`src/core/frif_pkg.sv`:
```
// Constants for the fragmented result input frame builder
package frif_pkg;
  localparam logic [7:0] FRIF_INST_FRAG   = 8'h65;  // 101
  localparam logic [7:0] FRIF_INST_SWIO   = 8'h66;  // 102
  localparam int         FRIF_MAX_FRAG    = 264;
  localparam int         FRIF_MAX_SWIO    = 266;
  localparam int         FRIF_HDR_FRAG    = 9;
  localparam int         FRIF_HDR_SWIO    = 11;
  localparam int         FRIF_MAX_PAYLOAD = 255;
  localparam int         FRIF_OFS_STAT    = 0;
  localparam int         FRIF_OFS_SWIO_LO = 1;
  localparam int         FRIF_OFS_SWIO_HI = 2;
  // Offsets from the start of the common block, which sits at byte 1 or byte 3
  localparam int         FRIF_REL_HSK     = 0;
  localparam int         FRIF_REL_FNUM    = 1;
  localparam int         FRIF_REL_FREM    = 2;
  localparam int         FRIF_REL_FSIZE   = 3;
  localparam int         FRIF_REL_NRES    = 4;
  localparam int         FRIF_REL_RSTAT   = 5;
  localparam int         FRIF_REL_LEN_LO  = 6;
  localparam int         FRIF_REL_LEN_HI  = 7;
  localparam int         FRIF_BASE_FRAG   = 1;
  localparam int         FRIF_BASE_SWIO   = 3;
  localparam int         FRIF_HSK_ACC_BIT = 0;
  localparam int         FRIF_HSK_REJ_BIT = 1;
  localparam int         FRIF_HSK_ERR_LSB = 4;
  localparam int         FRIF_BUF_DEPTH   = 2;
endpackage

```
`src/core/frif_stream_if.sv`:
```
// Byte stream carrier between frame builder and output buffer
`timescale 1ns/1ns
`default_nettype none
interface frif_stream_if;
  logic [7:0] data;
  logic       last;
  logic       valid;
  logic       ready;
  modport src (output data, output last, output valid, input ready);
  modport snk (input data, input last, input valid, output ready);
endinterface
`default_nettype wire

```
`src/core/frif_framer.sv`:
```
// Builds input frames 101 (fragmented result) and 102 (with switching I/O status)
`timescale 1ns/1ns
`default_nettype none
module frif_framer
  import frif_pkg::*;
#(
  parameter int MAXP = FRIF_MAX_PAYLOAD
) (
  input  wire logic        clk_i,
  input  wire logic        reset_i,
  input  wire logic        start_i,
  input  wire logic        swio_frame_i,
  input  wire logic [8:0]  frame_len_i,
  input  wire logic [7:0]  dev_status_i,
  input  wire logic        acc_toggle_i,
  input  wire logic        rej_toggle_i,
  input  wire logic [2:0]  err_code_i,
  input  wire logic [7:0]  frag_num_i,
  input  wire logic [7:0]  frag_rem_i,
  input  wire logic [7:0]  frag_size_i,
  input  wire logic [7:0]  num_results_i,
  input  wire logic [5:0]  res_flags_i,
  input  wire logic [15:0] res_len_i,
  input  wire logic [3:0]  io_status_i,
  input  wire logic [3:0]  cmp_state_i,
  input  wire logic [3:0]  cmp_toggle_i,
  output logic [7:0]       pay_addr_o,
  input  wire logic [7:0]  pay_data_i,
  output logic             busy_o,
  output logic             len_err_o,
  output logic [7:0]       tx_data_o,
  output logic             tx_last_o,
  output logic             tx_valid_o,
  input  wire logic        tx_ready_i
);
  typedef enum logic [0:0] {
    FRIF_IDLE = 1'b0,
    FRIF_SEND = 1'b1
  } frif_state_t;

  frif_state_t state_r, state_nxt;
  logic [8:0]  idx_r, idx_nxt;
  logic [8:0]  len_r, len_nxt;
  logic        swio_r, swio_nxt;
  logic        err_r, err_nxt;
  logic [7:0]  paddr_r, paddr_nxt;
  logic [7:0]  byte_val;
  logic [8:0]  base;
  logic [8:0]  hdr;
  logic [8:0]  pidx;
  logic [7:0]  swio_lo, swio_hi;
  logic [15:0] swio_word;
  logic [7:0]  hsk_byte;
  logic [7:0]  rstat_byte;
  logic        pay_live;
  logic        push;

  frif_stream_if st ();
  logic [8:0]  buf_out;
  logic        buf_valid_q;

  // Channel nibbles: status, compare state, compare toggle, reserved
  for (genvar ch = 0; ch < 4; ch++) begin : g_chan
    assign swio_word[4*ch +: 4] = {1'b0, cmp_toggle_i[ch], cmp_state_i[ch], io_status_i[ch]};
  end
  assign swio_lo = swio_word[7:0];
  assign swio_hi = swio_word[15:8];

  always_comb begin
    hsk_byte = 8'h00;
    hsk_byte[FRIF_HSK_ACC_BIT] = acc_toggle_i;
    hsk_byte[FRIF_HSK_REJ_BIT] = rej_toggle_i;
    hsk_byte[FRIF_HSK_ERR_LSB +: 3] = err_code_i;
  end

  assign rstat_byte = {2'b00, res_flags_i};

  assign base = swio_r ? 9'(FRIF_BASE_SWIO) : 9'(FRIF_BASE_FRAG);
  assign hdr  = swio_r ? 9'(FRIF_HDR_SWIO) : 9'(FRIF_HDR_FRAG);
  assign pidx = idx_r - hdr;
  // Only meaningful past the header; the header cases win in the decoder below
  assign pay_live = ({7'd0, pidx} < res_len_i);

  // Header positions are taken from a base so both layouts share one decoder

  always_comb begin
    byte_val = 8'h00;
    if (idx_r == 9'(FRIF_OFS_STAT)) begin
      byte_val = dev_status_i;
    end else if (swio_r && idx_r == 9'(FRIF_OFS_SWIO_LO)) begin
      byte_val = swio_lo;
    end else if (swio_r && idx_r == 9'(FRIF_OFS_SWIO_HI)) begin
      byte_val = swio_hi;
    end else if (idx_r == base + 9'(FRIF_REL_HSK)) begin
      byte_val = hsk_byte;
    end else if (idx_r == base + 9'(FRIF_REL_FNUM)) begin
      byte_val = frag_num_i;
    end else if (idx_r == base + 9'(FRIF_REL_FREM)) begin
      byte_val = frag_rem_i;
    end else if (idx_r == base + 9'(FRIF_REL_FSIZE)) begin
      byte_val = frag_size_i;
    end else if (idx_r == base + 9'(FRIF_REL_NRES)) begin
      byte_val = num_results_i;
    end else if (idx_r == base + 9'(FRIF_REL_RSTAT)) begin
      byte_val = rstat_byte;
    end else if (idx_r == base + 9'(FRIF_REL_LEN_LO)) begin
      byte_val = res_len_i[7:0];
    end else if (idx_r == base + 9'(FRIF_REL_LEN_HI)) begin
      byte_val = res_len_i[15:8];
    end else if (pay_live) begin
      byte_val = pay_data_i;
    end else begin
      byte_val = 8'h00;
    end
  end

  assign push          = (state_r == FRIF_SEND) && st.ready;
  assign st.valid      = (state_r == FRIF_SEND);
  assign st.data       = byte_val;
  assign st.last       = (idx_r == len_r - 9'd1);

  // Field inputs are read live; the source holds them for the whole frame
  always_comb begin
    state_nxt = state_r;
    idx_nxt   = idx_r;
    len_nxt   = len_r;
    swio_nxt  = swio_r;
    err_nxt   = err_r;
    paddr_nxt = paddr_r;
    case (state_r)
      FRIF_IDLE: begin
        if (start_i) begin
          // Zero or oversize lengths are refused so that a frame never runs past the payload; short lengths are taken
          if (frame_len_i == 9'd0 ||
              frame_len_i > (swio_frame_i ? 9'(FRIF_MAX_SWIO) : 9'(FRIF_MAX_FRAG))) begin
            err_nxt = 1'b1;
          end else begin
            err_nxt   = 1'b0;
            len_nxt   = frame_len_i;
            swio_nxt  = swio_frame_i;
            idx_nxt   = 9'd0;
            paddr_nxt = 8'h00;
            state_nxt = FRIF_SEND;
          end
        end
      end
      FRIF_SEND: begin
        if (push) begin
          idx_nxt = idx_r + 9'd1;
          // Saturates rather than wrapping back onto data byte 0
          if (idx_r >= hdr && paddr_r != 8'(MAXP)) begin
            paddr_nxt = paddr_r + 8'd1;
          end
          if (st.last) begin
            state_nxt = FRIF_IDLE;
          end
        end
      end
      default: state_nxt = FRIF_IDLE;
    endcase
  end

  always_ff @(posedge clk_i or posedge reset_i) begin
    if (reset_i) begin
      state_r <= FRIF_IDLE;
      idx_r   <= 9'd0;
      len_r   <= 9'd1;
      swio_r  <= 1'b0;
      err_r   <= 1'b0;
      paddr_r <= 8'h00;
    end else begin
      state_r <= state_nxt;
      idx_r   <= idx_nxt;
      len_r   <= len_nxt;
      swio_r  <= swio_nxt;
      err_r   <= err_nxt;
      paddr_r <= paddr_nxt;
    end
  end

  // Payload address is registered; the source must answer within the same cycle
  assign pay_addr_o = paddr_r;

  frif_skid_buf #(
    .W (9)
  ) u_buf (
    .clk_i       (clk_i),
    .reset_i     (reset_i),
    .in_data_i   ({st.last, st.data}),
    .in_valid_i  (st.valid),
    .in_ready_o  (st.ready),
    .out_data_o  (buf_out),
    .out_valid_o (buf_valid_q),
    .out_ready_i (tx_ready_i)
  );

  assign tx_data_o  = buf_out[7:0];
  assign tx_last_o  = buf_out[8];
  assign tx_valid_o = buf_valid_q;
  assign busy_o     = (state_r == FRIF_SEND);
  assign len_err_o  = err_r;
endmodule
`default_nettype wire

```
`src/core/frif_skid_buf.sv`:
```
// Two-entry buffer with valid and ready on both sides
`timescale 1ns/1ns
`default_nettype none
module frif_skid_buf #(
  parameter int W = 9
) (
  input  wire logic         clk_i,
  input  wire logic         reset_i,
  input  wire logic [W-1:0] in_data_i,
  input  wire logic         in_valid_i,
  output var  logic         in_ready_o,
  output var  logic [W-1:0] out_data_o,
  output var  logic         out_valid_o,
  input  wire logic         out_ready_i
);
  logic [W-1:0] out_d_r, out_d_nxt;
  logic [W-1:0] sk_d_r, sk_d_nxt;
  logic         out_v_r, out_v_nxt;
  logic         sk_v_r, sk_v_nxt;
  logic         push;

  // Output entry is a register, so the data and valid seen outside come from flops
  assign in_ready_o  = !sk_v_r;
  assign out_valid_o = out_v_r;
  assign out_data_o  = out_d_r;
  assign push        = in_valid_i && !sk_v_r;

  always_comb begin
    out_d_nxt = out_d_r;
    out_v_nxt = out_v_r;
    sk_d_nxt  = sk_d_r;
    sk_v_nxt  = sk_v_r;
    if (!out_v_r || out_ready_i) begin
      if (sk_v_r) begin
        out_d_nxt = sk_d_r;
        out_v_nxt = 1'b1;
        sk_v_nxt  = 1'b0;
      end else begin
        out_d_nxt = in_data_i;
        out_v_nxt = push;
      end
    end else if (push) begin
      // Second entry only fills while the receiver stalls
      sk_d_nxt = in_data_i;
      sk_v_nxt = 1'b1;
    end
  end

  always_ff @(posedge clk_i or posedge reset_i) begin
    if (reset_i) begin
      out_d_r <= '0;
      out_v_r <= 1'b0;
      sk_d_r  <= '0;
      sk_v_r  <= 1'b0;
    end else begin
      out_d_r <= out_d_nxt;
      out_v_r <= out_v_nxt;
      sk_d_r  <= sk_d_nxt;
      sk_v_r  <= sk_v_nxt;
    end
  end
endmodule
`default_nettype wire

```
`config.mk`:
```
export PLATFORM = sky130hd
export DESIGN_NAME = frif_framer
export DESIGN_NICKNAME = d
export VERILOG_FILES = /design/src/core/frif_pkg.sv /design/src/core/frif_stream_if.sv /design/src/core/frif_framer.sv /design/src/core/frif_skid_buf.sv
export SDC_FILE = /design/constraint.sdc
export NUM_CORES = 1
export LEC_CHECK = 0
export BUFFER_PORTS_ARGS = -buffer_cell sky130_fd_sc_hd__buf_2
export CAP_MARGIN = 20
export CELL_PAD_IN_SITES_DETAIL_PLACEMENT = 1
export CELL_PAD_IN_SITES_GLOBAL_PLACEMENT = 2
export CORE_MARGIN = 2
export CORE_UTILIZATION = 32
export CTS_CLUSTER_SIZE = 30
export DETAILED_ROUTE_END_ITERATION = 6
export GPL_TIMING_DRIVEN = 0
export MAX_ROUTING_LAYER = met4
export PLACE_DENSITY = 0.95
export SKIP_CTS_REPAIR_TIMING = 1
export SLEW_MARGIN = 15
export SYNTH_ARGS = -nofsm -noshare
export SYNTH_HDL_FRONTEND = slang
export SYNTH_SLANG_ARGS = --single-unit
```
`constraint.sdc`:
```
create_clock -name clk_i -period 11.75 [get_ports clk_i]
set_input_delay 1.7625 -clock clk_i [delete_from_list [all_inputs] [get_ports clk_i]]
set_output_delay 1.7625 -clock clk_i [all_outputs]
set_load 0.01 [all_outputs]
```
### After elaboration in Yosys (flattened, before gate mapping)

Cells that the tools add are included.

| word-level totals | value |
|---|---|
| logic and storage cells | 93 |
| output and inout port bits | 20 |
| flip-flop bits (word level) | 49 |

| operators by class | value |
|---|---|
| mux-type cells | 34 |
| add/subtract/negate cells | 11 |
| $lt $le $gt $ge | 3 |
| equality and inequality tests | 16 |
| bitwise gates (word level) | 3 |
| reduce and logical (&&, ||, !) cells | 16 |

Operators by type and width:

| cell | count |
|---|---|
| 2-to-1 mux 8 bit | 16 |
| equality test 9 x 4 -> 1 bit | 4 |
| 2-to-1 mux 9 bit | 4 |
| equality test 9 x 3 -> 1 bit | 3 |
| logical NOT 9 bit | 2 |
| one-hot mux 9 bit (2 select lines) | 1 |
| adder 2 x 3 -> 4 bit, second input constant | 4 |
| less-than comparator 9 x 16 -> 1 bit | 1 |
| one-hot mux 8 bit (2 select lines) | 1 |
| adder 9 x 1 -> 9 bit, second input constant | 1 |
| equality test 9 x 1 -> 1 bit, second input constant | 1 |
| equality test 9 x 2 -> 1 bit | 1 |
| equality test 9 x 2 -> 1 bit, second input constant | 1 |
| equality test 9 bit | 1 |
| greater-or-equal comparator 9 x 4 -> 1 bit | 1 |
| greater-than comparator 9 bit | 1 |
| subtractor 9 x 1 -> 9 bit, second input constant | 1 |
| subtractor 9 x 4 -> 9 bit | 1 |
| adder 8 x 1 -> 8 bit, second input constant | 1 |
| 2-to-1 mux 1 bit | 8 |
| != test 8 bit, second input constant | 1 |
| adder 2 x 2 -> 3 bit, second input constant | 2 |
| 2-to-1 mux 2 bit | 3 |
| AND reduction 3 bit | 2 |
| other kinds (11) | 21 |

### Longest topological paths before layout

| depth | value |
|---|---|
| depth in word-level cells | 16 |
| depth in mapped cells | 16 |
| gate-level depth less buffers | 15 |

### Modules after synthesis

A second synthesis with hierarchy kept.

| unflattened totals | value |
|---|---|
| cell total of the unflattened synthesis | 565 |
| area total of the unflattened synthesis | 4593.2 µm² |

By module, submodules not included:

| module | cells each | area each (µm²) | times used |
|---|---|---|---|
| frif_framer | 508 | 3622.2 | 1 |
| frif_skid_buf | 57 | 970.9 | 1 |

### Worst setup path after synthesis

No wires, ideal clock.

| path | value |
|---|---|
| path type | reg2reg |
| from | register swio_r |
| to | register u_buf.sk_d_r[6] |
| setup time | 0.083 ns |
| slack | 7.858 ns |
| arrival time | 3.809 ns |
| data required time | 11.667 ns |
| buffers on the path | 1 |
| stages on the path, launching flop included | 17 |
| cells stage by stage | dfrtp_1 clkbuf_1 inv_1 ha_1 a211oi_1 nor2b_1 nor4_1 xor2_1 ha_1 and3_1 a221o_1 a211oi_1 or2_2 a221oi_1 o21ai_0 a21oi_1 o21ai_0 |

| on the way | value |
|---|---|
| word-level cells in the longest chain between the ends | 15 |
| elaborated cells on any way between the ends | 33 |

RTL lines:

| item | line | RTL |
|---|---|---|
| start, declared | frif_framer.sv:44 | `logic swio_r, swio_nxt;` |
| start signal, assigned | frif_framer.sv:175 | `swio_r <= swio_nxt;` |
| 2-to-1 mux 2 bit | frif_framer.sv:78, frif_framer.sv:79 |  |
| subtractor 9 x 4 -> 9 bit | frif_framer.sv:80 | `assign pidx = idx_r - hdr;` |
| less-than comparator 9 x 16 -> 1 bit | frif_framer.sv:82 | `assign pay_live = ({7'd0, pidx} < res_len_i);` |
| 2-to-1 mux 8 bit | frif_framer.sv:110 | `end else if (pay_live) begin` |
| 2-to-1 mux 8 bit | frif_framer.sv:108 | `end else if (idx_r == base + 9'(FRIF_REL_LEN_HI)) begin` |
| 2-to-1 mux 8 bit | frif_framer.sv:106 | `end else if (idx_r == base + 9'(FRIF_REL_LEN_LO)) begin` |
| 2-to-1 mux 8 bit | frif_framer.sv:104 | `end else if (idx_r == base + 9'(FRIF_REL_RSTAT)) begin` |
| 2-to-1 mux 8 bit | frif_framer.sv:102 | `end else if (idx_r == base + 9'(FRIF_REL_NRES)) begin` |
| 2-to-1 mux 8 bit | frif_framer.sv:100 | `end else if (idx_r == base + 9'(FRIF_REL_FSIZE)) begin` |
| 2-to-1 mux 8 bit | frif_framer.sv:98 | `end else if (idx_r == base + 9'(FRIF_REL_FREM)) begin` |
| 2-to-1 mux 8 bit | frif_framer.sv:96 | `end else if (idx_r == base + 9'(FRIF_REL_FNUM)) begin` |
| 2-to-1 mux 8 bit | frif_framer.sv:94 | `end else if (idx_r == base + 9'(FRIF_REL_HSK)) begin` |
| 2-to-1 mux 8 bit | frif_framer.sv:92 | `end else if (swio_r && idx_r == 9'(FRIF_OFS_SWIO_HI)) begin` |
| 2-to-1 mux 8 bit (*) | frif_framer.sv:90 | `end else if (swio_r && idx_r == 9'(FRIF_OFS_SWIO_LO)) begin` |
| 2-to-1 mux 8 bit (*) | frif_framer.sv:88 | `if (idx_r == 9'(FRIF_OFS_STAT)) begin` |
| end signal, assigned | frif_skid_buf.sv:58 | `sk_d_r <= sk_d_nxt;` |
| end, declared | frif_skid_buf.sv:17 | `logic [W-1:0] sk_d_r, sk_d_nxt;` |

Mark *: on every way between the ends. The rest lies on a longest branch, timed or not.
A chain may end at the register's enable or synchronous reset.

### Worst setup path in the final report

Same ends and word-level chain as after synthesis.

==> impl_metrics.tcl <==
set metrics [dict create \
    endpoint_kind "flop" \
    postLayoutCoreUtil_pct 40.6 \
    placedCellCount 831 \
    powerDensity_nw_per_um2 261 \
    synth.distinct_cells 60 \
    wl_microns 14500 \
    core_area_sq_um 12600 \
    timing.final.crit_period_ps 5190 \
    dpl_cell_area_sq_um 4960 \
    worst_slew_pin_slew_ps 874 \
    antenna_found_initial 0 \
    setup-violations-final 0 \
    status "complete, no violations" \
    io_pins 121 \
    p_total_mw 1.34 \
    post-route-period-util_pct 44.2 \
    cts-htree-levels 2 \
    grt_pass1_vias 4716 \
    drc 0 \
    grt_start_max_net_pins 34 \
    regArea_sq_um 1230 \
    cts_buffer_depth 2 \
    cts_root_buffer "clkbuf_16" \
    syn_area_sq_um 4120 \
    grt_pass1_wl_microns 23700 \
    ys.flop_type "dfrtp_1" \
    max_cap_violations 0 \
    syn_nets 661 \
    rrSetupSlack_ps 6560 \
    port_buffers 120 \
    drive_gt1_share_pct 21.6 \
    worstSetupPathType "flop to flop" \
    fp.dieW_microns 118 \
    synth-seq-cells 49 \
    final_cells 839 \
    yosysWarnings 0 \
    yosysSeqAreaShare_pct 29.8 \
    syn_to_final_growth_pct 24.3 \
    slew_viol_final 0 \
    final_cell_mix "buf_2 (124), nand2_1 (74), o21ai_0 (59)" \
    gr-total-overflow 0 \
    ir_worst_vdd_v 0.0000983 \
    drtIter0Drc 211 \
    wire_per_inst_microns 17.2 \
    dieArea_sq_um 13800 \
    fmax_ghz 0.193 \
    tns_ps 0 \
    async_reset_ff_share_pct 100 \
    power.leakage_nw 2.36 \
    arrival_ps 5390 \
    netlist_instances 538 \
    syn_area_per_cell_sq_um 7.66 \
    cts_sinks 49 \
    hp-class "flop to flop" \
    synth_edf_count 0 \
    cts_buffers 5 \
    firstDrtPassIters 4 \
    start_kind "flop" \
    antenna_cells 0 \
    cts_tree "done" \
    die_height_microns 118 \
    postRouteAntennaNets 0 \
    rows 41 \
    gp_congestion 0.919 \
    initial_core_util_pct 32.7 \
    hpwl_microns 11700 \
    routed_via_density 5.41 \
    clkTransAtPathRegs_ps 70 \
    worstSkewPairLatency_ps 290 \
    multi_input_area_sq_um 2680 \
    vias 4536 \
    relSlewSlack_pct 41.3 \
    required_ps 11950 \
    final_cell_area_sq_um 5130 \
    fillCellCount 1633 \
    grt_usage_pct 21.4 \
    clock_skew_ps 6.21 \
    fin_nets 789 \
    finalHoldViolCount 0 \
    layout_commonest_cell "buf_2" \
    worstPathMaxFanout 9 \
    rsz0062_at_grt "false" \
]
critical path, stage by stage, from the launching register on:
cell      delay [ps]
dfrtp_1          330
clkbuf_1         370
inv_1            230
ha_1             390
a211oi_1         500
nor2b_1          120
nor4_1           300
xor2_1           190
ha_1             260
and3_1           200
a221o_1          320
a211oi_1         620
or2_2            260
a221oi_1          70
o21ai_0          540
a21oi_1          190
o21ai_0          190
report_power, final:
group | leakage, nW | switching, mW | internal [mW] | total (mW)
clock | 0.0810 | 0.0606 | 0.101 | 0.161
combinational | 1.67 | 0.544 | 0.338 | 0.882
sequential | 0.608 | 0.0563 | 0.237 | 0.293
total | 2.36 | 0.661 | 0.675 | 1.34
kinds of logic after synthesis:
family / count (synthesis) / synth area share, %
multiplexers: 3 / 0.789
AND/OR/NAND/NOR: 220 / 26.5
buffers and inverters: 53 / 5.13
AO/OA/AOI/OAI: 162 / 24.8
adder cells (fa/ha/maj): 22 / 6.86
XOR/XNOR: 29 / 6.16
flip-flops: 49 / 29.8
stage by stage:
stage               hold WS [ps]  worst slack, ps
floorplan                    430             7860
detailed placement           478             6570
global placement             443             6770
finish                       492             6560
CTS                          499             6500
global route                 516             6160
per-layer routing:
metal	part of all wire (%)	global-route usage, %
met1	44	26.3
met5	0	-
met3	5.5	3.54
met4	2.2	6.48
met2	48	36.0
final cells by class:
cell class                      count  area share (%)
Timing Repair Buffer              121            12.1
Buffer                             31            2.51
Clock inverter                      2           0.757
Multi-Input combinational cell    436            52.4
Tap cell                          172            4.20
Sequential cell                    49            23.9
Clock buffer                        6            2.51
Inverter                           22            1.61
path summary, 6_finish.rpt:
| path | endpoint | cells past startpoint | startpoint |
|---|---|---|---|
| setup / recovery | u_buf.sk_d_r[6] | 16 | swio_r |
| hold / removal | u_buf.sk_d_r[3] | 2 | u_buf.sk_d_r[3] |
| setup reg to reg | u_buf.sk_d_r[6] | 16 | swio_r |
| hold reg to reg | u_buf.sk_d_r[3] | 2 | u_buf.sk_d_r[3] |
| max in group asynchronous | len_r[0] | 3 | reset_i |
| min in group asynchronous | u_buf.out_data_o[1] | 2 | reset_i |
cells in the mapped netlist (all sizes together) (15+ instances only):
cell type	instances	area share, %
nand2	74	6.7
o21ai	60	7.3
dfrtp	48	29
nor2	45	4.2
a21oi	28	3.4
inv	22	2.0
ha	21	6.4
nand3	21	2.7
clkbuf	20	1.8
nor3	18	2.2
xnor2	15	3.2
state kept, by name (all words and copies together), names as in the netlist:
name and count:
idx_r 9, len_r 9, u_buf.out_data_o 9, u_buf.sk_d_r 9, pay_addr_o 8, busy_o 1, len_err_o 1, swio_r 1
u_buf.out_valid_o 1, u_buf.sk_v_r 1
(Power assumes the default switching activity.)
